`config.mk`:
```
export PLATFORM = sky130hd
export DESIGN_NAME = tca_timer_array
export DESIGN_NICKNAME = d
export VERILOG_FILES = /design/src/rtl/tca_pkg.sv /design/src/rtl/tca_timer_array.sv
export SDC_FILE = /design/constraint.sdc
export NUM_CORES = 1
export LEC_CHECK = 0
export ABC_AREA = 0
export BUFFER_PORTS_ARGS = -buffer_cell sky130_fd_sc_hd__buf_2
export CAP_MARGIN = 0
export CORE_MARGIN = 3
export CORE_UTILIZATION = 25
export CTS_CLUSTER_DIAMETER = 150
export CTS_CLUSTER_SIZE = 8
export DETAILED_ROUTE_END_ITERATION = 6
export GPL_ROUTABILITY_DRIVEN = 1
export SYNTH_ARGS = -nofsm -noshare
export SYNTH_HDL_FRONTEND = slang
export SYNTH_SLANG_ARGS = --single-unit
```
`constraint.sdc`:
```
create_clock -name pclk -period 6.2 [get_ports pclk]
set_input_delay 0.62 -clock pclk [delete_from_list [all_inputs] [get_ports pclk]]
set_output_delay 0.62 -clock pclk [all_outputs]
set_load 0.05 [all_outputs]
```
`src/rtl/tca_pkg.sv`:
```
// Package for the four-channel timer array: register map, field layout,
// channel modes and the packed state carried by the array.
// Assumes a 32-bit APB register port with an 8-bit byte address.
package tca_pkg;

   // ----------------------------------------------------------------
   // Geometry
   // ----------------------------------------------------------------
   localparam int NCH = 4;
   localparam int CW = 16;
   localparam int PRE_W = 15;
   localparam int AW = 8;

   // ----------------------------------------------------------------
   // Register map (byte addresses)
   // ----------------------------------------------------------------
   localparam logic [AW-1:0] OFF_CH_LAST = 8'h3c;
   localparam logic [1:0] REG_CTRL = 2'h0;
   localparam logic [1:0] REG_DATA = 2'h1;
   localparam logic [1:0] REG_COUNT = 2'h2;
   localparam logic [1:0] REG_CAPT = 2'h3;
   localparam logic [AW-1:0] OFF_STATUS = 8'h40;
   localparam logic [AW-1:0] OFF_CLEAR = 8'h44;
   localparam logic [AW-1:0] OFF_ENABLE = 8'h48;

   // ----------------------------------------------------------------
   // Control field positions
   // ----------------------------------------------------------------
   localparam int CTRL_MODE_LSB = 0;
   localparam int CTRL_PRE_LSB = 4;
   localparam int CTRL_EDGE_LSB = 8;
   localparam int CTRL_MSEL_LSB = 10;
   localparam int CTRL_RUN_BIT = 12;

   // ----------------------------------------------------------------
   // Types
   // ----------------------------------------------------------------
   typedef enum logic [3:0] {
      MODE_IDLE, MODE_INTERVAL, MODE_SQUARE, MODE_EVENT, MODE_DIVIDER,
      MODE_PULSE_INT, MODE_LEVEL_WIDTH, MODE_DELAY, MODE_ONESHOT_MASTER,
      MODE_ONESHOT_SLAVE, MODE_PWM_MASTER, MODE_PWM_SLAVE
   } tca_mode_e;

   typedef struct packed {
      logic run;
      logic [1:0] master_sel;
      logic [1:0] edge_sel;
      logic [3:0] pre_sel;
      tca_mode_e mode;
   } tca_ctrl_s;

   typedef struct packed {
      tca_ctrl_s ctrl;
      logic [CW-1:0] data;
      logic [CW-1:0] cnt;
      logic [CW-1:0] capt;
      logic out;
      logic busy;
   } tca_chan_s;

   typedef struct packed {
      tca_chan_s [NCH-1:0] ch;
      logic [PRE_W-1:0] pre;
      logic [NCH-1:0] sync1;
      logic [NCH-1:0] sync2;
      logic [NCH-1:0] prev;
      logic [NCH-1:0] status;
      logic [NCH-1:0] enable;
      logic irq;
      logic pready;
      logic pslverr;
      logic [31:0] prdata;
   } tca_state_s;

   localparam tca_state_s STATE_RST = '0;

endpackage

```
`src/rtl/tca_timer_array.sv`:
```
// Four-channel 16-bit timer array with APB register port and interrupt.
// Assumes pclk is the system clock; timer input pins are asynchronous
// and are synchronised here before use.
//
// Implementation choices: register access over APB and the placing of the registers.
`timescale 1ns/1ps

module tca_timer_array
   import tca_pkg::*;
(
   input wire logic pclk,
   input wire logic presetn,
   input wire logic psel,
   input wire logic penable,
   input wire logic pwrite,
   input wire logic [AW-1:0] paddr,
   input wire logic [31:0] pwdata,
   output logic [31:0] prdata,
   output logic pready,
   output logic pslverr,
   input wire logic [NCH-1:0] channel_input_pin,
   output logic [NCH-1:0] channel_output_pin,
   output logic channel_timer_interrupt
);

   // ----------------------------------------------------------------
   // Helpers
   // ----------------------------------------------------------------
   // One count clock enable per prescaler wrap of the selected width
   function automatic logic count_tick(input logic [PRE_W-1:0] pre, input logic [3:0] sel);
      logic [PRE_W-1:0] mask;
      mask = PRE_W'((16'h0001 << sel) - 16'h0001);
      return (pre & mask) == mask;
   endfunction

   // Edge select: 0 rising, 1 falling, 2 and 3 both; used by event, divider, delay and pulse-interval modes
   function automatic logic valid_edge(input logic rise, input logic fall,
                                       input logic [1:0] sel);
      logic v;
      v = 1'b0;
      unique case (sel)
         2'h0: v = rise;
         2'h1: v = fall;
         default: v = rise | fall;
      endcase
      return v;
   endfunction

   // ----------------------------------------------------------------
   // Bus decode
   // ----------------------------------------------------------------
   // Word-aligned and inside the map; anything else is refused with pslverr.
   // The same test gates writes, so a refused write can never alias a register.
   function automatic logic addr_ok(input logic [AW-1:0] a);
      return (a[1:0] == 2'h0) && (a <= OFF_ENABLE);
   endfunction

   // Read view of one channel register; unused upper bits read zero
   function automatic logic [31:0] chan_read(input tca_chan_s ch, input logic [1:0] sel);
      logic [31:0] v;
      v = '0;
      unique case (sel)
         REG_CTRL: v = 32'(ch.ctrl);
         REG_DATA: v = 32'(ch.data);
         REG_COUNT: v = 32'(ch.cnt);
         REG_CAPT: v = 32'(ch.capt);
      endcase
      return v;
   endfunction

   // ----------------------------------------------------------------
   // State
   // ----------------------------------------------------------------
   tca_state_s s_ff;
   tca_state_s nxt_s;

   logic [NCH-1:0] ev;
   logic [NCH-1:0] rise;
   logic [NCH-1:0] fall;
   logic [NCH-1:0] tick;
   logic [NCH-1:0] edg;
   logic [NCH-1:0] clr;
   logic setup;
   logic wr;
   logic [1:0] wch;
   logic [1:0] wreg;
   tca_chan_s c;
   tca_chan_s n;

   always_comb begin
      nxt_s = s_ff;
      ev = '0;
      clr = '0;
      c = s_ff.ch[0];
      n = s_ff.ch[0];
      setup = psel & ~penable;
      // Writes land only at the edge that ends the access cycle
      wr = psel & penable & s_ff.pready & pwrite & addr_ok(paddr);
      wch = paddr[5:4];
      wreg = paddr[3:2];

      // Free-running prescaler and input synchronisers.
      // The prescaler is shared, so a restarted channel keeps no fixed phase to it.
      // Two flops guard against metastability; the third only remembers the last level.
      nxt_s.pre = s_ff.pre + PRE_W'(1);
      nxt_s.sync1 = channel_input_pin;
      nxt_s.sync2 = s_ff.sync1;
      nxt_s.prev = s_ff.sync2;
      rise = s_ff.sync2 & ~s_ff.prev;
      fall = ~s_ff.sync2 & s_ff.prev;

      // ----------------------------------------------------------------
      // Stand-alone channels and masters
      // ----------------------------------------------------------------
      for (int i = 0; i < NCH; i++) begin
         c = s_ff.ch[i];
         n = c;
         tick[i] = count_tick(s_ff.pre, c.ctrl.pre_sel);
         edg[i] = valid_edge(rise[i], fall[i], c.ctrl.edge_sel);
         if (c.ctrl.run) begin
            unique case (c.ctrl.mode)
               MODE_INTERVAL, MODE_SQUARE, MODE_PWM_MASTER: begin
                  if (tick[i]) begin
                     if (c.cnt == '0) begin
                        n.cnt = c.data;
                        ev[i] = 1'b1;
                        if (c.ctrl.mode == MODE_SQUARE) begin
                           n.out = ~c.out;
                        end
                     end else begin
                        n.cnt = c.cnt - CW'(1);
                     end
                  end
               end
               MODE_EVENT, MODE_DIVIDER: begin
                  // Divider is not built on the other channels
                  if (edg[i] && (c.ctrl.mode == MODE_EVENT || i == 0)) begin
                     if (c.cnt == '0) begin
                        n.cnt = c.data;
                        ev[i] = 1'b1;
                        if (c.ctrl.mode == MODE_DIVIDER) begin
                           n.out = ~c.out;
                        end
                     end else begin
                        n.cnt = c.cnt - CW'(1);
                     end
                  end
               end
               MODE_PULSE_INT: begin
                  if (edg[i]) begin
                     n.capt = c.cnt;
                     n.cnt = '0;
                     ev[i] = 1'b1;
                  end else if (tick[i]) begin
                     n.cnt = c.cnt + CW'(1);
                  end
               end
               MODE_LEVEL_WIDTH: begin
                  // edge_sel bit 0 set measures the low width
                  if (c.busy) begin
                     if (c.ctrl.edge_sel[0] ? rise[i] : fall[i]) begin
                        n.capt = c.cnt;
                        n.busy = 1'b0;
                        ev[i] = 1'b1;
                     end else if (tick[i]) begin
                        n.cnt = c.cnt + CW'(1);
                     end
                  end else if (c.ctrl.edge_sel[0] ? fall[i] : rise[i]) begin
                     n.cnt = '0;
                     n.busy = 1'b1;
                  end
               end
               MODE_DELAY, MODE_ONESHOT_MASTER: begin
                  // Edges that arrive while a delay runs are ignored
                  if (!c.busy) begin
                     if (edg[i]) begin
                        n.cnt = c.data;
                        n.busy = 1'b1;
                     end
                  end else if (tick[i]) begin
                     if (c.cnt == '0) begin
                        n.busy = 1'b0;
                        ev[i] = 1'b1;
                     end else begin
                        n.cnt = c.cnt - CW'(1);
                     end
                  end
               end
               MODE_IDLE, MODE_ONESHOT_SLAVE, MODE_PWM_SLAVE: begin
               end
               default: begin
               end
            endcase
         end
         nxt_s.ch[i] = n;
      end

      // ----------------------------------------------------------------
      // Slaves follow the event of the master they select
      // ----------------------------------------------------------------
      // Slaves run after the masters so they see this cycle's master event;
      // a slave chained to another slave sees that slave's event only if it has the higher channel number.
      for (int i = 0; i < NCH; i++) begin
         c = s_ff.ch[i];
         n = nxt_s.ch[i];
         if (c.ctrl.run && c.ctrl.mode == MODE_ONESHOT_SLAVE) begin
            if (ev[c.ctrl.master_sel]) begin
               n.cnt = c.data;
               n.out = 1'b1;
               n.busy = 1'b1;
            end else if (c.busy && tick[i]) begin
               if (c.cnt == '0) begin
                  n.out = 1'b0;
                  n.busy = 1'b0;
                  ev[i] = 1'b1;
               end else begin
                  n.cnt = c.cnt - CW'(1);
               end
            end
         end else if (c.ctrl.run && c.ctrl.mode == MODE_PWM_SLAVE) begin
            // Duty is data count clocks; data above the period gives 100 %
            if (ev[c.ctrl.master_sel]) begin
               n.cnt = c.data;
               n.out = (c.data != '0);
               n.busy = (c.data != '0);
            end else if (c.busy && tick[i]) begin
               if (c.cnt == CW'(1)) begin
                  n.out = 1'b0;
                  n.busy = 1'b0;
                  ev[i] = 1'b1;
               end else begin
                  n.cnt = c.cnt - CW'(1);
               end
            end
         end
         nxt_s.ch[i] = n;
      end

      // ----------------------------------------------------------------
      // Register writes, taken in the access cycle
      // ----------------------------------------------------------------
      if (wr) begin
         if (paddr <= OFF_CH_LAST) begin
            if (wreg == REG_CTRL) begin
               nxt_s.ch[wch].ctrl.mode = tca_mode_e'(pwdata[CTRL_MODE_LSB +: 4]);
               nxt_s.ch[wch].ctrl.pre_sel = pwdata[CTRL_PRE_LSB +: 4];
               nxt_s.ch[wch].ctrl.edge_sel = pwdata[CTRL_EDGE_LSB +: 2];
               nxt_s.ch[wch].ctrl.master_sel = pwdata[CTRL_MSEL_LSB +: 2];
               nxt_s.ch[wch].ctrl.run = pwdata[CTRL_RUN_BIT];
               // Every control write restarts the channel from a clean state
               nxt_s.ch[wch].busy = 1'b0;
               nxt_s.ch[wch].out = 1'b0;
               if (pwdata[CTRL_MODE_LSB +: 4] == 4'(MODE_PULSE_INT)) begin
                  nxt_s.ch[wch].cnt = '0;
               end else begin
                  nxt_s.ch[wch].cnt = s_ff.ch[wch].data;
               end
            end else if (wreg == REG_DATA) begin
               nxt_s.ch[wch].data = pwdata[CW-1:0];
            end
         end else if (paddr == OFF_CLEAR) begin
            clr = pwdata[NCH-1:0];
         end else if (paddr == OFF_ENABLE) begin
            nxt_s.enable = pwdata[NCH-1:0];
         end
      end

      // Sticky status: a new event wins over a clear in the same cycle,
      // so software never loses an event that lands on its own clear.
      // The interrupt follows next-state status to save a cycle of latency.
      nxt_s.status = (s_ff.status & ~clr) | ev;
      nxt_s.irq = |(nxt_s.status & nxt_s.enable);

      // ----------------------------------------------------------------
      // Read path and answer, prepared in the setup cycle
      // ----------------------------------------------------------------
      nxt_s.pready = setup;
      // Answer always comes one cycle after setup: no wait states
      nxt_s.pslverr = setup & ~addr_ok(paddr);
      // Read data is zero outside the access cycle, so a stale word is never seen
      nxt_s.prdata = '0;
      if (setup && !pwrite && addr_ok(paddr)) begin
         if (paddr <= OFF_CH_LAST) begin
            nxt_s.prdata = chan_read(s_ff.ch[wch], wreg);
         end else if (paddr == OFF_STATUS) begin
            nxt_s.prdata = 32'(s_ff.status);
         end else if (paddr == OFF_ENABLE) begin
            nxt_s.prdata = 32'(s_ff.enable);
         end
      end
   end

   // All state in one register; reset clears every field, outputs included
   always_ff @(posedge pclk or negedge presetn) begin
      if (!presetn) begin
         s_ff <= STATE_RST;
      end else begin
         s_ff <= nxt_s;
      end
   end

   // ----------------------------------------------------------------
   // Outputs
   // ----------------------------------------------------------------
   always_comb begin
      for (int i = 0; i < NCH; i++) begin
         channel_output_pin[i] = s_ff.ch[i].out;
      end
   end

   assign prdata = s_ff.prdata;
   assign pready = s_ff.pready;
   assign pslverr = s_ff.pslverr;
   assign channel_timer_interrupt = s_ff.irq;

endmodule // tca_timer_array

```
== Yosys cells after proc, flatten, opt, wreduce, memory -nomap -nowiden ==
Index checks and enable logic that the tools add are counted.
Widths: inputs -> output; s select.
Word-level totals
  flip-flop bits (word level): 322
  input port bits: 49
Operators by class
  $add $sub $neg: 13
  magnitude comparators: 8
  equality and inequality tests: 63
  shifts and indexed selects: 4
  multiplexer cells: 327
  bitwise logic cells: 28
  reductions and logical operators: 49
Operators with widths (count)
  $bwmux 252: 10
  $mux 16: 92
  $demux 63 s2: 9
  $mux 252: 3
  $mux 223: 2
  $pmux 16 s5: 4
  $mux 34: 5
  $pmux 16 s2: 4
  $pmux 32 s4: 1
  $bmux 63 s2: 1
  $mux 63: 2
  $mux 1: 125
  $eq 4x3->1 const B: 17
  $mux 2: 33
  $add 16x1->16 const B: 4
  $eq 16x1->1 const B: 4
  $eq 4x4->1 const B: 16
  $logic_not 16->1: 4
  $mux 32: 2
  $reduce_bool 16->1: 4
  $sub 16x1->16 const B: 4
  $mux 62: 1
  $and 15x15->15: 4
  $eq 15x15->1: 4
  other kinds (34): 137

== Logic depth before layout (Yosys ltp) ==
Gate-level depths: netlist (run 1).
  depth after elaboration: 40
  gate-level depth with buffers: 21
  depth with buffers taken out: 16

== Worst setup path before layout (run 1) ==
No wires, ideal clock.
  path type: reg-to-reg
  start: reg s_ff, in the netlist c[55]
  end: reg s_ff, in the netlist c[32]
  setup time: 126 ps
  arrival time: 5018 ps
  path slack: 1056 ps
  stages on the path, launching flop included: 20
  buffers on the path: 4
  clock period less this slack: 5144 ps
  cell sequence: dfrtp_1 clkbuf_1 clkbuf_1 or4b_2 ha_1 clkbuf_1 nor2b_1 nor4_1 o221ai_1 nor4_1 a211oi_1 a211oi_1 o21ai_0 o311ai_0 nand3_1 nor2_2 buf_6 mux2_4 a221oi_1 nor2_1
RTL lines
  from (decl): RTL line tca_timer_array.sv:74  | tca_state_s s_ff;
  from (signal assigned): RTL line tca_timer_array.sv:298  | s_ff <= nxt_s;

==> flow_summary.ini, run 1 <==
[run_status]
outcome = finished with violations
violations = negative hold slack

[clock_network]
clock_sinks = 306
clock-root-buffer = clkbuf_16
clk_latency_ns = 0.62
clockBufferDepth = 3
cts_buffers = 44
postCtsSetupBuffers = 0
cts_tree = yes
cts_max_level = 2
clk_pin_slew_ns = 0.07

[global_route]
grt_pass1_wl_microns = 182000
antenna_found_initial = 9
grt_pass1_vias = 27100
grt_max_degree = 121
grt_usage = 0.211
globalRoute.totalOverflow = 0

[setup_path]
start_kind = register
r2r-end = c[22]
r2r_cells = 17
cp_data_required_time_ns = 6.63
crit_arrival_ns = 5.99
ff2ff_setup_slack_ns = 0.63
worst_setup_path_end_kind = register
timing.rr.start = s_ff[251]
critPathKind = reg -> reg
cp_max_fo = 41

[synth]
ys_warn_count = 0
avgSynthCellArea_sq_um = 7.93
yosysTopAreaCell = dfrtp_1
ys_types = 93
synthFlopType = dfrtp_1
syn_inst = 3428
synthTopCellsByArea = dfrtp_1 28%, nand2_1 6.5%, mux4_2 6.3%
async_flop_share = 1.00
synth_seq_cells = 306
synth_area_sq_um = 27200
yosysSeqAreaShare = 0.282
synth_top_area_share = 0.282
synth_edf_count = 0

[pwr]
power_density_nw_per_um2 = 156
ir_drop_mv = 0.181
p_leak_uw = 0.0120

[drt]
drcViolationCount = 0
wire_per_inst_microns = 26.0
vias = 29000
wirelength_microns = 123000
dr.pass1.iters = 6
viasPerCell = 6.12
dr.first_iter.drc_count = 4152
ant_nets = 0

[layout]
syn2layout_area_growth_pct = 10.7
drive_above_1_share = 0.152
num-nets-final = 3403
stdcell_area_sq_um = 30100
n_fill_cell = 11500

[sta]
finalSetupViolations = 0
min_period_ns = 5.57
tightest_slew_ns = 1.21
layout_setup_ws_ns = 0.632
hold_violations = 1
finClkSkew_ns = 0.0393
fin_crit_sh = 0.898
fin_hold_ws_ns = -0.0128
rsz0062_at_grt = false
slew_headroom = 0.188
max_freq_mhz = 180
maxSlewViolCount = 0
fin_setup_tns_ns = 0

[place]
port_buffers = 55
dp_hpwl_microns = 88700
postPlaceCellArea_sq_um = 28900
place_ws_ns = 0.688
place_congestion = 0.976

[floorplan]
io_pins = 88
core_area_sq_um = 108000
die_h_microns = 336
die-area_sq_um = 113000
initial_core_util = 0.253
rows = 120
die_w_microns = 336

[worst_hold_path]
hold_path_class = in -> async

[flow_run]
cap_violations = 0
-- cell families (layout without fill, tap and decap cells) --
family	Yosys count	after routing	synth area share
xor+xnor	94	94	0.0303
buf+inv	392	280	0.0599
other cells	1	20	0.000138
compound gates	1007	1007	0.241
fa+ha+maj	26	26	0.0120
flops	306	306	0.282
simple gates	1329	1329	0.233
mux	273	273	0.142
-- Yosys cell counts, types with 17 or more instances --
library cell,count
nand4_1,31
nand2_1,469
o22ai_1,35
nor3_1,94
o31ai_1,32
buf_4,36
a31oi_1,50
o221ai_1,18
a221oi_1,36
mux2_2,145
mux4_2,76
buf_1,20
a21o_1,22
nor4_1,53
or3_1,32
ha_1,26
a22oi_1,23
a211oi_1,43
a21oi_1,230
dfrtp_1,306
and2_1,17
and3_1,46
nor2b_1,41
nand3_1,112
o21ai_0,272
nand2b_1,36
o211ai_1,39
mux2i_1,51
inv_1,46
xor2_1,33
nor2_1,300
clkbuf_1,278
xnor2_1,61
-- how the worst max path moves through the flow --
stage               cells after the start     to      start
floorplan                              19  c[32]      c[55]
global placement                       16  c[29]      c[55]
detailed placement                     17  c[22]  s_ff[251]
CTS                                    17  c[22]  s_ff[251]
global route                           17  c[29]  s_ff[251]
finish                                 17  c[22]  s_ff[251]
-- state kept, by name, summed over array words and instances, names as in the netlist --
signal / flops
s_ff: 213
c: 62
prdata: 16
nxt_s: 8
channel_output_pin: 4
channel_timer_interrupt: 1
pready: 1
pslverr: 1
-- power breakdown --
group / leakage, uW / switching (uW) / total (uW) / internal, uW
Sequential: 0.00402 / 28.9 / 2040 / 2010
Clock: 0.000575 / 986 / 2250 / 1270
Combinational: 0.00742 / 275 / 396 / 120
-- per-stage QoR --
stage | cells | utilization | total power [uW]
4_1_cts | 4734 | 0.280 | 4720
5_1_grt | 4735 | 0.280 | 4820
2_1_floorplan | 3443 | - | 2300
6_report | 4738 | 0.280 | 4690
3_5_place_dp | 4685 | 0.269 | 2460
3_3_place_gp | 4685 | 0.269 | 2460
-- cells in the final DEF (no fill, tap or decap), types with 12 or more instances in the layout --
| master | Yosys | final |
|---|---|---|
| o21ai_0 | 272 | 272 |
| and2_1 | 17 | 17 |
| o211ai_1 | 39 | 39 |
| nor4_1 | 53 | 50 |
| o221ai_1 | 18 | 18 |
| xnor2_1 | 61 | 61 |
| o22ai_1 | 35 | 35 |
| mux2_2 | 145 | 145 |
| nor4b_1 | 14 | 14 |
| a2111oi_0 | 16 | 16 |
| or3_1 | 32 | 32 |
| ha_1 | 26 | 26 |
| a211oi_1 | 43 | 41 |
| nor3b_1 | 16 | 16 |
| o2111ai_1 | 12 | 12 |
| or2_2 | 12 | 12 |
| conb_1 | 1 | 16 |
| mux4_2 | 76 | 76 |
| a22oi_1 | 23 | 23 |
| nand3_1 | 112 | 112 |
| dfrtp_1 | 306 | 306 |
| buf_2 | 5 | 53 |
| a21oi_1 | 230 | 230 |
| nand2_1 | 469 | 469 |
| nand4_1 | 31 | 31 |
| nor2b_1 | 41 | 41 |
| nand2b_1 | 36 | 36 |
| a221oi_1 | 36 | 36 |
| inv_1 | 46 | 46 |
| a31oi_1 | 50 | 50 |
| o21a_1 | 16 | 16 |
| buf_4 | 36 | 124 |
| nor2_1 | 300 | 299 |
| nor3_1 | 94 | 89 |
| clkbuf_16 | 0 | 44 |
| xor2_1 | 33 | 33 |
| a21o_1 | 22 | 22 |
| mux2i_1 | 51 | 51 |
| and3_1 | 46 | 46 |
| o31ai_1 | 32 | 31 |
-- metal layers --
| metal | track usage | share of wire |
|---|---|---|
| met5 | 0 | 0 |
| met4 | 0.110 | 0.060 |
| met3 | 0.0473 | 0.12 |
| met2 | 0.315 | 0.42 |
| met1 | 0.285 | 0.40 |
-- cell type report --
type | instances | area [sq um] | share of cell area
diodes | 4 | 10.0 | 0.000333
clock buffers | 45 | 1100 | 0.0367
clock inverters | 4 | 77.6 | 0.00258
inverters | 51 | 191 | 0.00636
multi-input cells | 2745 | 18000 | 0.600
flip-flops and latches | 306 | 7660 | 0.254
well taps | 1403 | 1760 | 0.0583
repair buffers | 180 | 1250 | 0.0416
-- what timing repair did --
item                       in CTS  in global routing
resized for setup               0                  1
setup endpoints to repair       0                  1
hold buffers                    0                  0
-- worst max-delay path: stages, from the launching register on --
cell	delay, ns
dfrtp_1	0.56
nor3_1	0.32
nand2_1	0.09
ha_1	0.33
xnor2_1	0.17
a41oi_1	0.28
o2111a_1	0.29
nand3_1	0.22
o32a_1	0.60
a211oi_2	0.38
o21ai_0	0.33
o311ai_0	0.37
nand3_1	0.28
nor2_2	0.20
buf_12	0.23
a2111oi_0	0.09
a2111oi_0	0.46
o22ai_1	0.17
No activity file was read; power rests on OpenSTA's default activity.
==> run 2: changes to the inputs <==
Settings changed: PLACE_DENSITY set to 0.36.
==> run 2 against run 1 <==
Compared with the run above:
- the flow now finishes without violations
- sequential share of layout area down 0.38 points
- via count is 1.8% lower
- first-iteration DRC count fell by 24%
- maximum frequency down 2.8%
- largest cell class unchanged
- utilization is 0.42 points higher
- count of clock-buffer cells in the layout is 3 higher
- critical path type unchanged
- critical path depth shrank 1
- combinational power up 14%
==> flow_summary.ini, run 2 (synthesized netlist as in run 1, its figures left out) <==
[floorplan]
io_pins = 88
die_w_microns = 336
die_h_microns = 336
die-area_sq_um = 113000
rows = 120
core_area_sq_um = 108000
initial_core_util = 0.253

[pwr]
ir_drop_mv = 0.158
combPwrFrac = 0.095
swShare = 0.282
power_frac_clock = 0.481
power.internal_uw = 3420
seqPwrFrac = 0.425
p_switching_uw = 1340
p_total_uw = 4760
p_leak_uw = 0.0123
power_density_nw_per_um2 = 156

[drt]
wire_per_inst_microns = 30.9
drcViolationCount = 0
dr.pass1.iters = 6
wirelength_microns = 148000
ant_nets = 0
viasPerCell = 5.93
dr.first_iter.drc_count = 3160
vias = 28500

[layout]
syn2layout_area_growth_pct = 12.3
stdcell_count = 4797
final_common_cell = nand2_1
num-nets-final = 3461
n_fill_cell = 11600
stdcell_area_sq_um = 30500
regMostFlops = s_ff
mostFrequentLayoutCells = 469 x nand2_1, 306 x dfrtp_1, 297 x nor2_1
largest_reg_flops = 213
drive_above_1_share = 0.167

[clock_network]
cts_buffers = 44
cts_max_level = 2
cts_tree = yes
clockBufferDepth = 3
cts_resized = 0
clk_pin_slew_ns = 0.06
clk_latency_ns = 0.62
clock-root-buffer = clkbuf_16
clock_sinks = 306

[global_route]
grt_usage = 0.256
antenna_found_initial = 17
globalRoute.totalOverflow = 0
grt_pass1_wl_microns = 211000
grt_max_degree = 146
grt_pass1_vias = 26900

[sta]
finalSetupViolations = 0
finClkSkew_ns = 0.0311
slew_headroom = 0.123
layout_setup_ws_ns = 0.474
max_freq_mhz = 175
fin_crit_sh = 0.924
fin_setup_tns_ns = 0
rsz0062_at_grt = false
hold_violations = 0
tightest_slew_ns = 1.31
maxSlewViolCount = 0
min_period_ns = 5.73

[run_status]
outcome = completed

[place]
dp_hpwl_microns = 108000
postPlaceCellArea_sq_um = 29400
place_congestion = 0.924
place_ws_ns = 0.552
port_buffers = 55
dp_cells = 4742

[setup_path]
cp_data_required_time_ns = 6.70
worst_setup_path_end_kind = register
cp_max_fo = 32
start_kind = register
critPathKind = reg -> reg
crit_arrival_ns = 6.22

[flow_run]
cap_violations = 0

[worst_hold_path]
hold_path_class = in -> reg
## run 2: cell types whose count changed in the layout (fill, tap and decap cells not counted), moves of 2 or more
cell | before | now
o21ai_1 | 6 | 8
nor2_1 | 299 | 297
inv_16 | 2 | 0
nor2_2 | 2 | 0
buf_4 | 124 | 182
o21ai_0 | 272 | 270
a211oi_2 | 2 | 0
inv_6 | 0 | 2
nor2_4 | 0 | 4
clkbuf_1 | 1 | 3
## run 2: worst max-delay path: stages (launching register included)
cell and delay, ns:
dfrtp_1 0.37, or4_4 0.55, ha_1 0.31, and3b_1 0.21, a222oi_1 0.24, nand4_1 0.22
or4_1 0.71, or4_4 0.64, o21ai_0 0.18, o31ai_1 0.19, a211o_1 0.41, a31oi_4 0.44
nor2_4 0.17, buf_12 0.21, a2111oi_0 0.41, a2111oi_0 0.14, o22ai_1 0.18
## run 2: power groups by stage
stage               clock [uW]  combinational (uW)  sequential (uW)
floorplan                    0                 247             2050
global placement             0                 450             2060
detailed placement           0                 448             2060
CTS                       2360                 450             2020
global route              2410                 481             2020
finish                    2290                 450             2020
## run 2: area by class of cell
| cell class | count | area [sq um] | area share |
|---|---|---|---|
| diodes | 3 | 7.51 | 0.000246 |
| clock buffers | 48 | 1140 | 0.0372 |
| clock inverters | 3 | 22.5 | 0.000737 |
| inverters | 51 | 191 | 0.00627 |
| multi-input cells | 2745 | 18100 | 0.592 |
| flip-flops and latches | 306 | 7660 | 0.251 |
| well taps | 1403 | 1760 | 0.0575 |
| repair buffers | 238 | 1690 | 0.0554 |
## run 2: path summary, 6_finish.rpt
| path | end | depth (start not counted) | start | slack [ns] |
|---|---|---|---|---|
| max | c[29] | 16 | s_ff[190] | 0.47 |
| min | nxt_s[49] | 1 | channel_input_pin[2] | 0.13 |
| max reg2reg | c[29] | 16 | s_ff[190] | 0.47 |
| min reg2reg | nxt_s[46] | 0 | nxt_s[50] | 0.35 |
| max in group asynchronous | nxt_s[48] | 3 | presetn | 4.31 |
| min in group asynchronous | nxt_s[49] | 2 | presetn | 0.56 |
## run 2: per-layer routing
layer  vias up  track usage  part of all wire
met3       205       0.0360             0.067
li1      12600            -                 -
met5         -            0                 0
met2      1198        0.398              0.44
met1     14400        0.364              0.46
met4         0       0.0884             0.035
## run 2: repair_timing
item	CTS	global route
setup buffers	0	0
endpoints found under the hold margin	22	0
hold buffers	1	0
## run 2: metrics by stage
step | util | hold slack (ns)
global placement | 0.273 | 0.354
CTS | 0.284 | 0.0887
finish | 0.284 | 0.127
floorplan | - | 0.324
global route | 0.284 | 0.109
detailed placement | 0.273 | 0.344
